<file path="config.mk">
export PLATFORM = sky130hd
export DESIGN_NAME = adc_conversion_sequencer
export DESIGN_NICKNAME = d
export VERILOG_FILES = /design/src/rtl/adc_seq_pkg.sv /design/src/rtl/adc_interval_timer.sv /design/src/rtl/adc_sample_accum.sv /design/src/rtl/adc_conversion_sequencer.sv
export VERILOG_INCLUDE_DIRS = /design/src /design/src/rtl
export SDC_FILE = /design/constraint.sdc
export NUM_CORES = 1
export LEC_CHECK = 0
export ABC_AREA = 1
export ABC_CLOCK_PERIOD_IN_PS = 3700
export BUFFER_PORTS_ARGS = -buffer_cell sky130_fd_sc_hd__buf_2
export CORE_UTILIZATION = 35
export CTS_CLUSTER_DIAMETER = 150
export DETAILED_ROUTE_END_ITERATION = 6
export GPL_TIMING_DRIVEN = 0
export SLEW_MARGIN = 20
export SYNTH_ARGS = -nofsm -noshare
export SYNTH_HDL_FRONTEND = slang
export SYNTH_SLANG_ARGS = --single-unit
</file>
<file path="constraint.sdc">
create_clock -name core_clk_in -period 3.7 [get_ports core_clk_in]
set_clock_uncertainty 0.2 [all_clocks]
set_input_delay 0.37 -clock core_clk_in [delete_from_list [all_inputs] [get_ports core_clk_in]]
set_output_delay 0.37 -clock core_clk_in [all_outputs]
set_load 0.1 [all_outputs]
</file>
<file path="src/rtl/adc_seq_defs.svh">
// constants for the converter sequencer: register offsets, fields, resets, timing
// assumes a 40 MHz core clock and an 8-bit register port
`ifndef ADC_SEQ_DEFS_SVH
`define ADC_SEQ_DEFS_SVH
`define CLK_PERIOD_NS 25
`define PASS_PERIOD_MS 1000
`define SAMPLE_PERIOD_US 256
`define SAMPLE_CYCLES ((`SAMPLE_PERIOD_US * 1000) / `CLK_PERIOD_NS)
`define PASS_CYCLES ((`PASS_PERIOD_MS * 1000000) / `CLK_PERIOD_NS)
`define TARGET_ADDR_WR 8'hD2
`define TARGET_ADDR_RD 8'hD3
`define REG_CTRL 8'h50
`define REG_AVG_EN 8'h51
`define REG_OFS_EN 8'h52
`define REG_STATUS 8'h53
`define REG_RESULT0 8'h54
`define CTRL_ENABLE_BIT 0
`define CTRL_CONT_BIT 1
`define CTRL_DEPTH_LSB 2
`define CTRL_RANGE_BIT 4
`define CTRL_RESET 8'h00
`define AVG_EN_RESET 8'h00
`define OFS_EN_RESET 8'h00
`define OFS_CHAN_MASK 6'h1A
`define NUM_CHANNELS 6
`define RESULT_BITS 8
`endif

</file>
<file path="src/rtl/adc_seq_pkg.sv">
// types shared by the sequencer and its helpers
// constants live in adc_seq_defs.svh
package adc_seq_pkg;
    typedef enum logic [1:0] {
        ST_IDLE = 2'b00,
        ST_CONVERT = 2'b01,
        ST_WAIT_SAMPLE = 2'b10,
        ST_SLEEP = 2'b11
    } seq_state_e;
    typedef struct packed {
        logic [7:0] addr;
        logic [7:0] wdata;
        logic wr;
        logic rd;
    } reg_req_s;
    typedef struct packed {
        logic power_en;
        logic start;
        logic [2:0] channel;
        logic offset_comp;
        logic range_high;
    } fe_req_s;
endpackage

</file>
<file path="src/rtl/adc_interval_timer.sv">
// interval timer counting only while run_in is high, pulsing when its count expires
// cleared by a synchronous restart; one clock domain
`timescale 1ns/1ps
module adc_interval_timer #(
    parameter int COUNT = 10240
) (
    input wire logic core_clk_in,
    input wire logic rst_n_in,
    input wire logic restart_in,
    input wire logic run_in,
    output logic expire_out
);
    logic [31:0] count;
    wire last = (count == 32'(COUNT - 1));
    always_ff @(posedge core_clk_in or negedge rst_n_in) begin
        if (!rst_n_in) begin
            count <= 32'h0;
            expire_out <= 1'b0;
        end else begin
            expire_out <= run_in && !restart_in && last;
            if (restart_in || !run_in || last) begin
                count <= 32'h0;
            end else begin
                count <= count + 32'h1;
            end
        end
    end
endmodule

</file>
<file path="src/rtl/adc_sample_accum.sv">
// per channel accumulator producing the mean of 1..16 samples
// samples arrive from the front end as unsigned or signed codes
`timescale 1ns/1ps
module adc_sample_accum #(
    parameter int WIDTH = 8
) (
    input wire logic core_clk_in,
    input wire logic rst_n_in,
    input wire logic clear_in,
    input wire logic add_in,
    input wire logic is_signed_in,
    input wire logic [WIDTH-1:0] sample_in,
    input wire logic [2:0] shift_in,
    output logic [WIDTH-1:0] mean_out
);
    logic [WIDTH+3:0] sum;
    wire [WIDTH+3:0] ext = is_signed_in ? {{4{sample_in[WIDTH-1]}}, sample_in} : {4'h0, sample_in};
    // running sum plus the sample arriving now, so the mean is ready at the final sample
    wire [WIDTH+3:0] total = sum + ext;
    wire [WIDTH+3:0] shifted = is_signed_in ? (WIDTH+4)'($signed(total) >>> shift_in) : (total >> shift_in);
    assign mean_out = shifted[WIDTH-1:0];
    always_ff @(posedge core_clk_in or negedge rst_n_in) begin
        if (!rst_n_in) begin
            sum <= '0;
        end else if (clear_in) begin
            sum <= '0;
        end else if (add_in) begin
            sum <= sum + ext;
        end
    end
endmodule

</file>
<file path="src/rtl/adc_conversion_sequencer.sv">
// sequencer for the six channel charger converter: modes, averaging, results
// register port synchronous to core_clk_in; front end answers with done and code
//
// How it works
// - single pass or pass repeating each second
// - single mode converts once then powers down
// - counter restarts continuous pass every second
// - front end unpowered between continuous passes
// - fixed sample rate, one two-bit depth
// - depth 2/4/8/16; otherwise one sample
// - averaging enable per channel, shared depth
// - averaged samples triggered every 256 us
// - offset compensation on channels 1,3,4
// - channel 0 bus voltage, range select
// - channel 1 bus current unsigned code
// - channel 2 battery voltage code
// - channel 3 battery current unsigned code
// - channel 4 external current signed code
// - channel 5 thermistor ratio code
// - registers on charger target address
//
// The address-and-strobe port and the address map are this design's own decisions.
`timescale 1ns/1ps
`include "adc_seq_defs.svh"
module adc_conversion_sequencer #(
    parameter int SAMPLE_COUNT = `SAMPLE_CYCLES,
    parameter int PASS_COUNT = `PASS_CYCLES,
    parameter logic [7:0] TARGET_ADDR = `TARGET_ADDR_WR
) (
    input wire logic core_clk_in,
    input wire logic rst_n_in,
    input wire logic [7:0] target_addr_in,
    input wire logic [7:0] reg_addr_in,
    input wire logic [7:0] reg_wdata_in,
    input wire logic reg_wr_in,
    input wire logic reg_rd_in,
    output logic [7:0] reg_rdata_out,
    input wire logic fe_done_in,
    input wire logic [7:0] fe_code_in,
    output adc_seq_pkg::fe_req_s fe_req_out,
    output logic busy_out
);
    import adc_seq_pkg::*;

    // register port request bundle
    reg_req_s req;
    assign req = '{addr: reg_addr_in, wdata: reg_wdata_in, wr: reg_wr_in, rd: reg_rd_in};
    // only the charger target address (write form, lsb cleared) reaches this block
    wire addr_match = ({target_addr_in[7:1], 1'b0} == TARGET_ADDR);

    logic [7:0] ctrl;
    logic [5:0] avg_en;
    logic [5:0] ofs_en;
    logic [7:0] result [`NUM_CHANNELS];
    logic [5:0] result_valid;
    seq_state_e state;
    logic [2:0] chan;
    logic [4:0] samples_done;
    logic fe_pending;

    wire enable = ctrl[`CTRL_ENABLE_BIT];
    wire cont_mode = ctrl[`CTRL_CONT_BIT];
    wire [1:0] depth_sel = ctrl[`CTRL_DEPTH_LSB +: 2];
    wire [2:0] shift = avg_en[chan] ? 3'(depth_sel) + 3'h1 : 3'h0;
    wire [4:0] need = 5'h1 << shift;
    wire wr_hit = req.wr && addr_match;
    wire rd_hit = req.rd && addr_match;
    wire wr_ctrl = wr_hit && (req.addr == `REG_CTRL);
    wire disable_now = wr_ctrl && !req.wdata[`CTRL_ENABLE_BIT];
    wire enable_now = wr_ctrl && req.wdata[`CTRL_ENABLE_BIT] && !enable;
    wire last_chan = (chan == 3'(`NUM_CHANNELS - 1));
    wire sample_last = (samples_done + 5'h1 == need);
    wire got_sample = (state == ST_CONVERT) && fe_pending && fe_done_in;
    wire chan_finish = got_sample && sample_last;
    wire pass_finish = chan_finish && last_chan;
    wire [7:0] mean;
    wire sample_tick;
    wire pass_tick;
    wire chan_signed = (chan == 3'h4);

    // 256 us spacing between averaged samples
    adc_interval_timer #(.COUNT(SAMPLE_COUNT)) u_sample_timer (
        .core_clk_in(core_clk_in),
        .rst_n_in(rst_n_in),
        .restart_in(got_sample),
        .run_in(state == ST_WAIT_SAMPLE),
        .expire_out(sample_tick)
    );
    // one second pass interval, restarted by the enable write, held clear while enable or continuous mode is off, then wrapping on its own
    adc_interval_timer #(.COUNT(PASS_COUNT)) u_pass_timer (
        .core_clk_in(core_clk_in),
        .rst_n_in(rst_n_in),
        .restart_in(enable_now),
        .run_in(enable && cont_mode),
        .expire_out(pass_tick)
    );
    adc_sample_accum #(.WIDTH(8)) u_accum (
        .core_clk_in(core_clk_in),
        .rst_n_in(rst_n_in),
        .clear_in(chan_finish || state == ST_IDLE || state == ST_SLEEP),
        .add_in(got_sample),
        .is_signed_in(chan_signed),
        .sample_in(fe_code_in),
        .shift_in(shift),
        .mean_out(mean)
    );
    // mean including the sample arriving now
    wire [7:0] stored = mean;

    // configuration registers, written on any matching port write whatever the sequencer state
    always_ff @(posedge core_clk_in or negedge rst_n_in) begin
        if (!rst_n_in) begin
            ctrl <= `CTRL_RESET;
            avg_en <= 6'(`AVG_EN_RESET);
            ofs_en <= 6'(`OFS_EN_RESET);
        end else begin
            if (wr_ctrl) begin
                ctrl <= req.wdata;
            end else if (pass_finish && !cont_mode) begin
                ctrl[`CTRL_ENABLE_BIT] <= 1'b0;
            end
            if (wr_hit && req.addr == `REG_AVG_EN) begin
                avg_en <= req.wdata[5:0];
            end
            if (wr_hit && req.addr == `REG_OFS_EN) begin
                ofs_en <= req.wdata[5:0] & 6'(`OFS_CHAN_MASK);
            end
        end
    end

    // sequencer
    always_ff @(posedge core_clk_in or negedge rst_n_in) begin
        if (!rst_n_in) begin
            state <= ST_IDLE;
            chan <= 3'h0;
            samples_done <= 5'h0;
            fe_pending <= 1'b0;
        end else if (disable_now) begin
            state <= ST_IDLE;
            chan <= 3'h0;
            samples_done <= 5'h0;
            fe_pending <= 1'b0;
        end else begin
            unique case (state)
                ST_IDLE: begin
                    if (enable_now) begin
                        state <= ST_CONVERT;
                        fe_pending <= 1'b1;
                        chan <= 3'h0;
                        samples_done <= 5'h0;
                    end
                end
                ST_CONVERT: begin
                    if (got_sample) begin
                        fe_pending <= 1'b0;
                        if (!sample_last) begin
                            samples_done <= samples_done + 5'h1;
                            state <= ST_WAIT_SAMPLE;
                        end else if (!last_chan) begin
                            samples_done <= 5'h0;
                            chan <= chan + 3'h1;
                            fe_pending <= 1'b1;
                        end else begin
                            samples_done <= 5'h0;
                            chan <= 3'h0;
                            state <= cont_mode ? ST_SLEEP : ST_IDLE;
                        end
                    end
                end
                ST_WAIT_SAMPLE: begin
                    if (sample_tick) begin
                        state <= ST_CONVERT;
                        fe_pending <= 1'b1;
                    end
                end
                ST_SLEEP: begin
                    if (pass_tick) begin
                        state <= ST_CONVERT;
                        fe_pending <= 1'b1;
                    end
                end
            endcase
        end
    end

    // results: written only at each channel's final sample
    always_ff @(posedge core_clk_in or negedge rst_n_in) begin
        if (!rst_n_in) begin
            for (int i = 0; i < `NUM_CHANNELS; i++) begin
                result[i] <= 8'h00;
            end
            result_valid <= 6'h00;
        end else if (chan_finish && !disable_now) begin
            result[chan] <= stored;
            result_valid[chan] <= 1'b1;
        end
    end

    // front end requests and register read data
    wire [7:0] status = {1'b0, (state == ST_IDLE) ? 1'b0 : 1'b1, result_valid};
    wire [7:0] rsel = req.addr - `REG_RESULT0;
    wire [7:0] rd_mux =
        (req.addr == `REG_CTRL) ? ctrl :
        (req.addr == `REG_AVG_EN) ? {2'b00, avg_en} :
        (req.addr == `REG_OFS_EN) ? {2'b00, ofs_en} :
        (req.addr == `REG_STATUS) ? status :
        (rsel < 8'(`NUM_CHANNELS)) ? result[rsel[2:0]] : 8'h00;
    wire fe_power = (state == ST_CONVERT) || (state == ST_WAIT_SAMPLE);
    always_ff @(posedge core_clk_in or negedge rst_n_in) begin
        if (!rst_n_in) begin
            reg_rdata_out <= 8'h00;
            fe_req_out <= '0;
            busy_out <= 1'b0;
        end else begin
            reg_rdata_out <= rd_hit ? rd_mux : 8'h00;
            fe_req_out.power_en <= fe_power && !disable_now;
            fe_req_out.start <= (state == ST_CONVERT) && fe_pending && !fe_done_in && !disable_now;
            fe_req_out.channel <= chan;
            fe_req_out.offset_comp <= ofs_en[chan];
            fe_req_out.range_high <= ctrl[`CTRL_RANGE_BIT];
            busy_out <= state != ST_IDLE;
        end
    end

    AST_OFS_ONLY_CURRENT: assert property (@(posedge core_clk_in) disable iff (!rst_n_in)
        (ofs_en & ~6'(`OFS_CHAN_MASK)) == 6'h00)
        else $error("offset compensation on a non-current channel");
    AST_SINGLE_STOPS: assert property (@(posedge core_clk_in) disable iff (!rst_n_in)
        (pass_finish && !cont_mode && !wr_ctrl) |=> (state == ST_IDLE) && !enable)
        else $error("single pass did not shut down");
    AST_CONT_SLEEPS: assert property (@(posedge core_clk_in) disable iff (!rst_n_in)
        (pass_finish && cont_mode && !wr_ctrl) |=> ##1 !fe_req_out.power_en)
        else $error("front end still powered after continuous pass");
    AST_SLEEP_WAKES: assert property (@(posedge core_clk_in) disable iff (!rst_n_in)
        (state == ST_SLEEP && pass_tick && !disable_now) |=> state == ST_CONVERT)
        else $error("pass interval expiry did not start a pass");
    AST_AVG_WAITS: assert property (@(posedge core_clk_in) disable iff (!rst_n_in)
        (got_sample && !sample_last && !disable_now) |=> state == ST_WAIT_SAMPLE)
        else $error("averaged channel did not wait for next sample");
    AST_NO_AVG_ONE: assert property (@(posedge core_clk_in) disable iff (!rst_n_in)
        (state == ST_CONVERT && !avg_en[chan]) |-> need == 5'h1)
        else $error("non averaged channel needs more than one sample");
    AST_DEPTH_MAP: assert property (@(posedge core_clk_in) disable iff (!rst_n_in)
        avg_en[chan] |-> need == (5'h2 << depth_sel))
        else $error("averaging depth does not follow setting");
    AST_ABORT_IDLE: assert property (@(posedge core_clk_in) disable iff (!rst_n_in)
        disable_now |=> state == ST_IDLE && $stable(result_valid))
        else $error("disable did not abort the pass");
    AST_SINGLE_RESULT: assert property (@(posedge core_clk_in) disable iff (!rst_n_in)
        (chan_finish && !disable_now && !avg_en[chan]) |=> result[$past(chan)] == $past(fe_code_in))
        else $error("single sample result not stored");
endmodule

</file>
==> impl_results.md <==
* Status: finished, final reports clean
* Iter 0 DRT Violations at 582
* Crit path cell chain: ha_1, inv_1, fa_1, nor3_1, nor2_1, o21ai_0, nand2_1, nand2_1, nand2_1, nand3_1, o21ai_0, o21ai_0, nand2_1, nand2_1
* Worst Setup Start Kind: flop
* Crit-path most repeated cell: nand2_1
* Synth async-reset ratio at 1.000
* Total negative setup slack at 0 ps
* Final setup vio count at 0
* Die H at between 150 and 200 um
* Crit share post-route at 0.8854
* Cell area power density at between 500 and 600 mW/mm^2
* Slowest stage delay, CP at between 700 and 800 ps
* HPWL after detailed placement at 18.40 mm
* Yosys Warn Count at 0
* Die ar. at between 0.02 and 0.03 mm^2
* Initial antenna violation count at 2
* Hold path depth at 3
* MaxCap Viol Count at 0
* Fmax at about 300 MHz
* Core area at roughly 0.027 mm^2
* FF-to-FF path depth at 14
* Min-Delay Path Class: input pin to flop
* Cells after Synth at 1310
* # DRC at 0
* PortBufs at slightly below 50
* CTS tree: yes
* Total Wirelength at 24.94 mm
* Slew Viols, Final at 0
* Number of top-level pins at 53
* Latest clock arrival within the worst-skew pair at roughly 440 ps
* Routed wire length per instance at approximately 14 um
* Nets@finish at 1447
* Slew @ Worst Pin at 895.5 ps
* Syn nets at 1368
* R2R Setup Slk at 420 ps
* Worst r2r src: u_accum.sum[0]
* H-tree depth at 4
* Final GP Congestion at 0.8662
* WP data required at 3870 ps
* Final Hold Fails at 0
* Fillers at 2834
* Design area at around 0.011 mm^2
* Vias post-DR at around 9000
* Post-synth top flop: dfrtp_1
* Critical Path Fanout Max at 6
* Setup WS post-layout at 424.1 ps
* DP Cell Count at roughly 1700
* Hold path start: reg_rd_in
* Final Instance Count excl. Fillers at 1774
* Netlist cell types at 48
* Reg2reg end: result[33]
* Num CTS Buffers at 17
* Post-synth EDFFs at 0
* Largest net degree at the start of global routing at between 90 and 100
* Worst vdd ir at around 0.44 mV
* Core Rows at 60
* GRT overflow at 0
* Avg Cell Area, Syn at approximately 7.5 um^2
* Minimum clock period at approximately 3300 ps
* Multi-input gate area at 0.004803 mm^2
* CP Class: flop to flop
* Post-route ant nets at 0
* Post-synthesis register bit count at 176
* GRT Total Usage at 0.1835
* RSZ-0062 raised after global routing: false
* Pre-CTS WS at between 300 and 400 ps
* Hold EP: reg_rdata_out[6]
* Headroom to the max-slew limit at 0.3967
* First-pass GRT wire length at 42.19 mm
* Initial Util at 0.3601
* DR pass1 iterations at 5
* Area Overhead vs Synth at 14.43%
* WHS at slightly above 30 ps
* Commonest non-fill, non-tap cells in the layout: nand2_1 (421), dfrtp_1 (176), nor2_1 (140), inv_1 (133), a21oi_1 (64)
* Slowest CP cell: o21ai_0
* Area after DPL at 0.01056 mm^2
* Reg clk slew, reported paths at roughly 70 ps
* Commonest non-fill, non-tap cell in the layout: nand2_1
* DIE WIDTH at ~170 um
* WP data arrival at 3450 ps
* Critical Path Sink Type: flop
* Vias per inst at just under 5
* Vias in the first global route at between 8000 and 9000
* CTS max path bufs at 2
* Register area share after synthesis at 0.4488
* Clock sinks at approximately 180
* Leak at 5.309 nW
* Setup bufs post-CTS at 0
* Cell Area, Synth at between 0.009 and 0.01 mm^2
* Layout cells sized above 1 at 0.09071
* Reg area at about 0.0044 mm^2
* CTS Root Buffer Type: clkbuf_16
==> critical path, delay by kind of cell (launching register included) <==
kind | cells | cell delay (ps)
compound gates | 3 | 1040
simple gates | 8 | 950
fa+ha+maj | 2 | 600
flops | 1 | 350
buf+inv | 1 | 70
==> layout make-up <==
cell class,count,area share
multi-input combinational,978,0.4277
sequential,176,0.3922
inverter,137,0.04601
tap,372,0.04144
clock buffer,17,0.03788
timing repair buffer,60,0.03409
clock inverter,13,0.01225
buffer,19,0.008021
antenna,2,0.0004456
==> flip-flops by register name (all words and copies together) (netlist names) <==
name                       cells
result                        48
u_pass_timer.count            32
u_sample_timer.count          32
u_accum.sum                   12
ctrl                           8
reg_rdata_out                  8
fe_req_out                     7
avg_en                         6
result_valid                   6
samples_done                   5
chan                           3
ofs_en                         3
state                          2
busy_out                       1
fe_pending                     1
u_pass_timer.expire_out        1
u_sample_timer.expire_out      1
==> cells in the mapped netlist, types with 5 or more instances <==
library cell	number	share of area
o22ai_1	7	0.0045
inv_1	133	0.051
nor2_4	9	0.010
or2_2	7	0.0045
nand3_1	59	0.030
o211ai_1	9	0.0069
nor2_2	7	0.0045
nand2_1	421	0.16
nor3_1	45	0.023
dfrtp_1	176	0.45
o21ai_0	54	0.028
nor2_1	140	0.054
a21oi_1	64	0.033
or2_1	5	0.0032
mux2_2	5	0.0057
buf_2	6	0.0031
a221oi_1	5	0.0045
a22oi_1	6	0.0046
nor3b_1	7	0.0054
o21a_1	9	0.0069
clkbuf_1	11	0.0042
ha_1	20	0.025
xor2_1	14	0.012
nor4_1	16	0.010
nand4_1	33	0.021
==> layer usage <==
| metal | GRT usage | share of wire | vias up | wire (um) |
|---|---|---|---|---|
| met3 | 0.03242 | 0.036 | 20 | 888 |
| met1 | 0.2381 | 0.46 | 4166 | 11520 |
| met4 | 0.04700 | 0.013 | 0 | 317 |
| li1 | - | - | 4450 | - |
| met2 | 0.3147 | 0.49 | 155 | 12210 |
| met5 | 0 | 0 | - | 0 |
==> how the worst max path moves through the flow <==
stage	startpoint	to	slack, ps	cells past startpoint
after detailed placement	fe_code_in[0]	result[9]	310	13
final	u_accum.sum[0]	result[33]	420	14
after global routing	u_accum.sum[0]	result[17]	100	14
after floorplan	fe_code_in[0]	result[17]	1030	12
after global placement	rst_n_in	u_pass_timer.count[19]	-960	1
after CTS	u_accum.sum[0]	result[9]	420	12
==> what timing repair did <==
| item | 4_1_cts | 5_1_grt |
|---|---|---|
| hold endpoints to repair | 98 | 0 |
| gates resized for setup | 0 | 0 |
| hold buffers | 10 | 0 |
==> stage by stage <==
step	power [mW]	utilization
3_3_place_gp	4.621	0.3862
2_1_floorplan	4.013	-
4_1_cts	6.467	0.4119
5_1_grt	6.829	0.4121
6_report	6.404	0.4121
3_5_place_dp	4.648	0.3876
==> power breakdown <==
group / leakage (nW) / internal [mW] / switching (mW)
clock: 0.284 / 0.991 / 0.791
combinational: 2.64 / 0.637 / 1.59
sequential: 2.38 / 2.22 / 0.178
==> logic make-up (layout without fill, tap and decap cells) <==
| kind of cell | after synthesis | count (layout) | share of synthesized area |
|---|---|---|---|
| AND/OR/NAND/NOR | 755 | 755 | 0.3330 |
| AO/OA/AOI/OAI | 178 | 178 | 0.1061 |
| flip-flops | 176 | 176 | 0.4488 |
| buffers and inverters | 156 | 246 | 0.06183 |
| adder cells (fa/ha/maj) | 21 | 21 | 0.02754 |
| XOR/XNOR | 18 | 18 | 0.01606 |
| multiplexers | 6 | 6 | 0.006756 |
| other | 0 | 2 | 0 |
(Power assumes the default switching activity.)
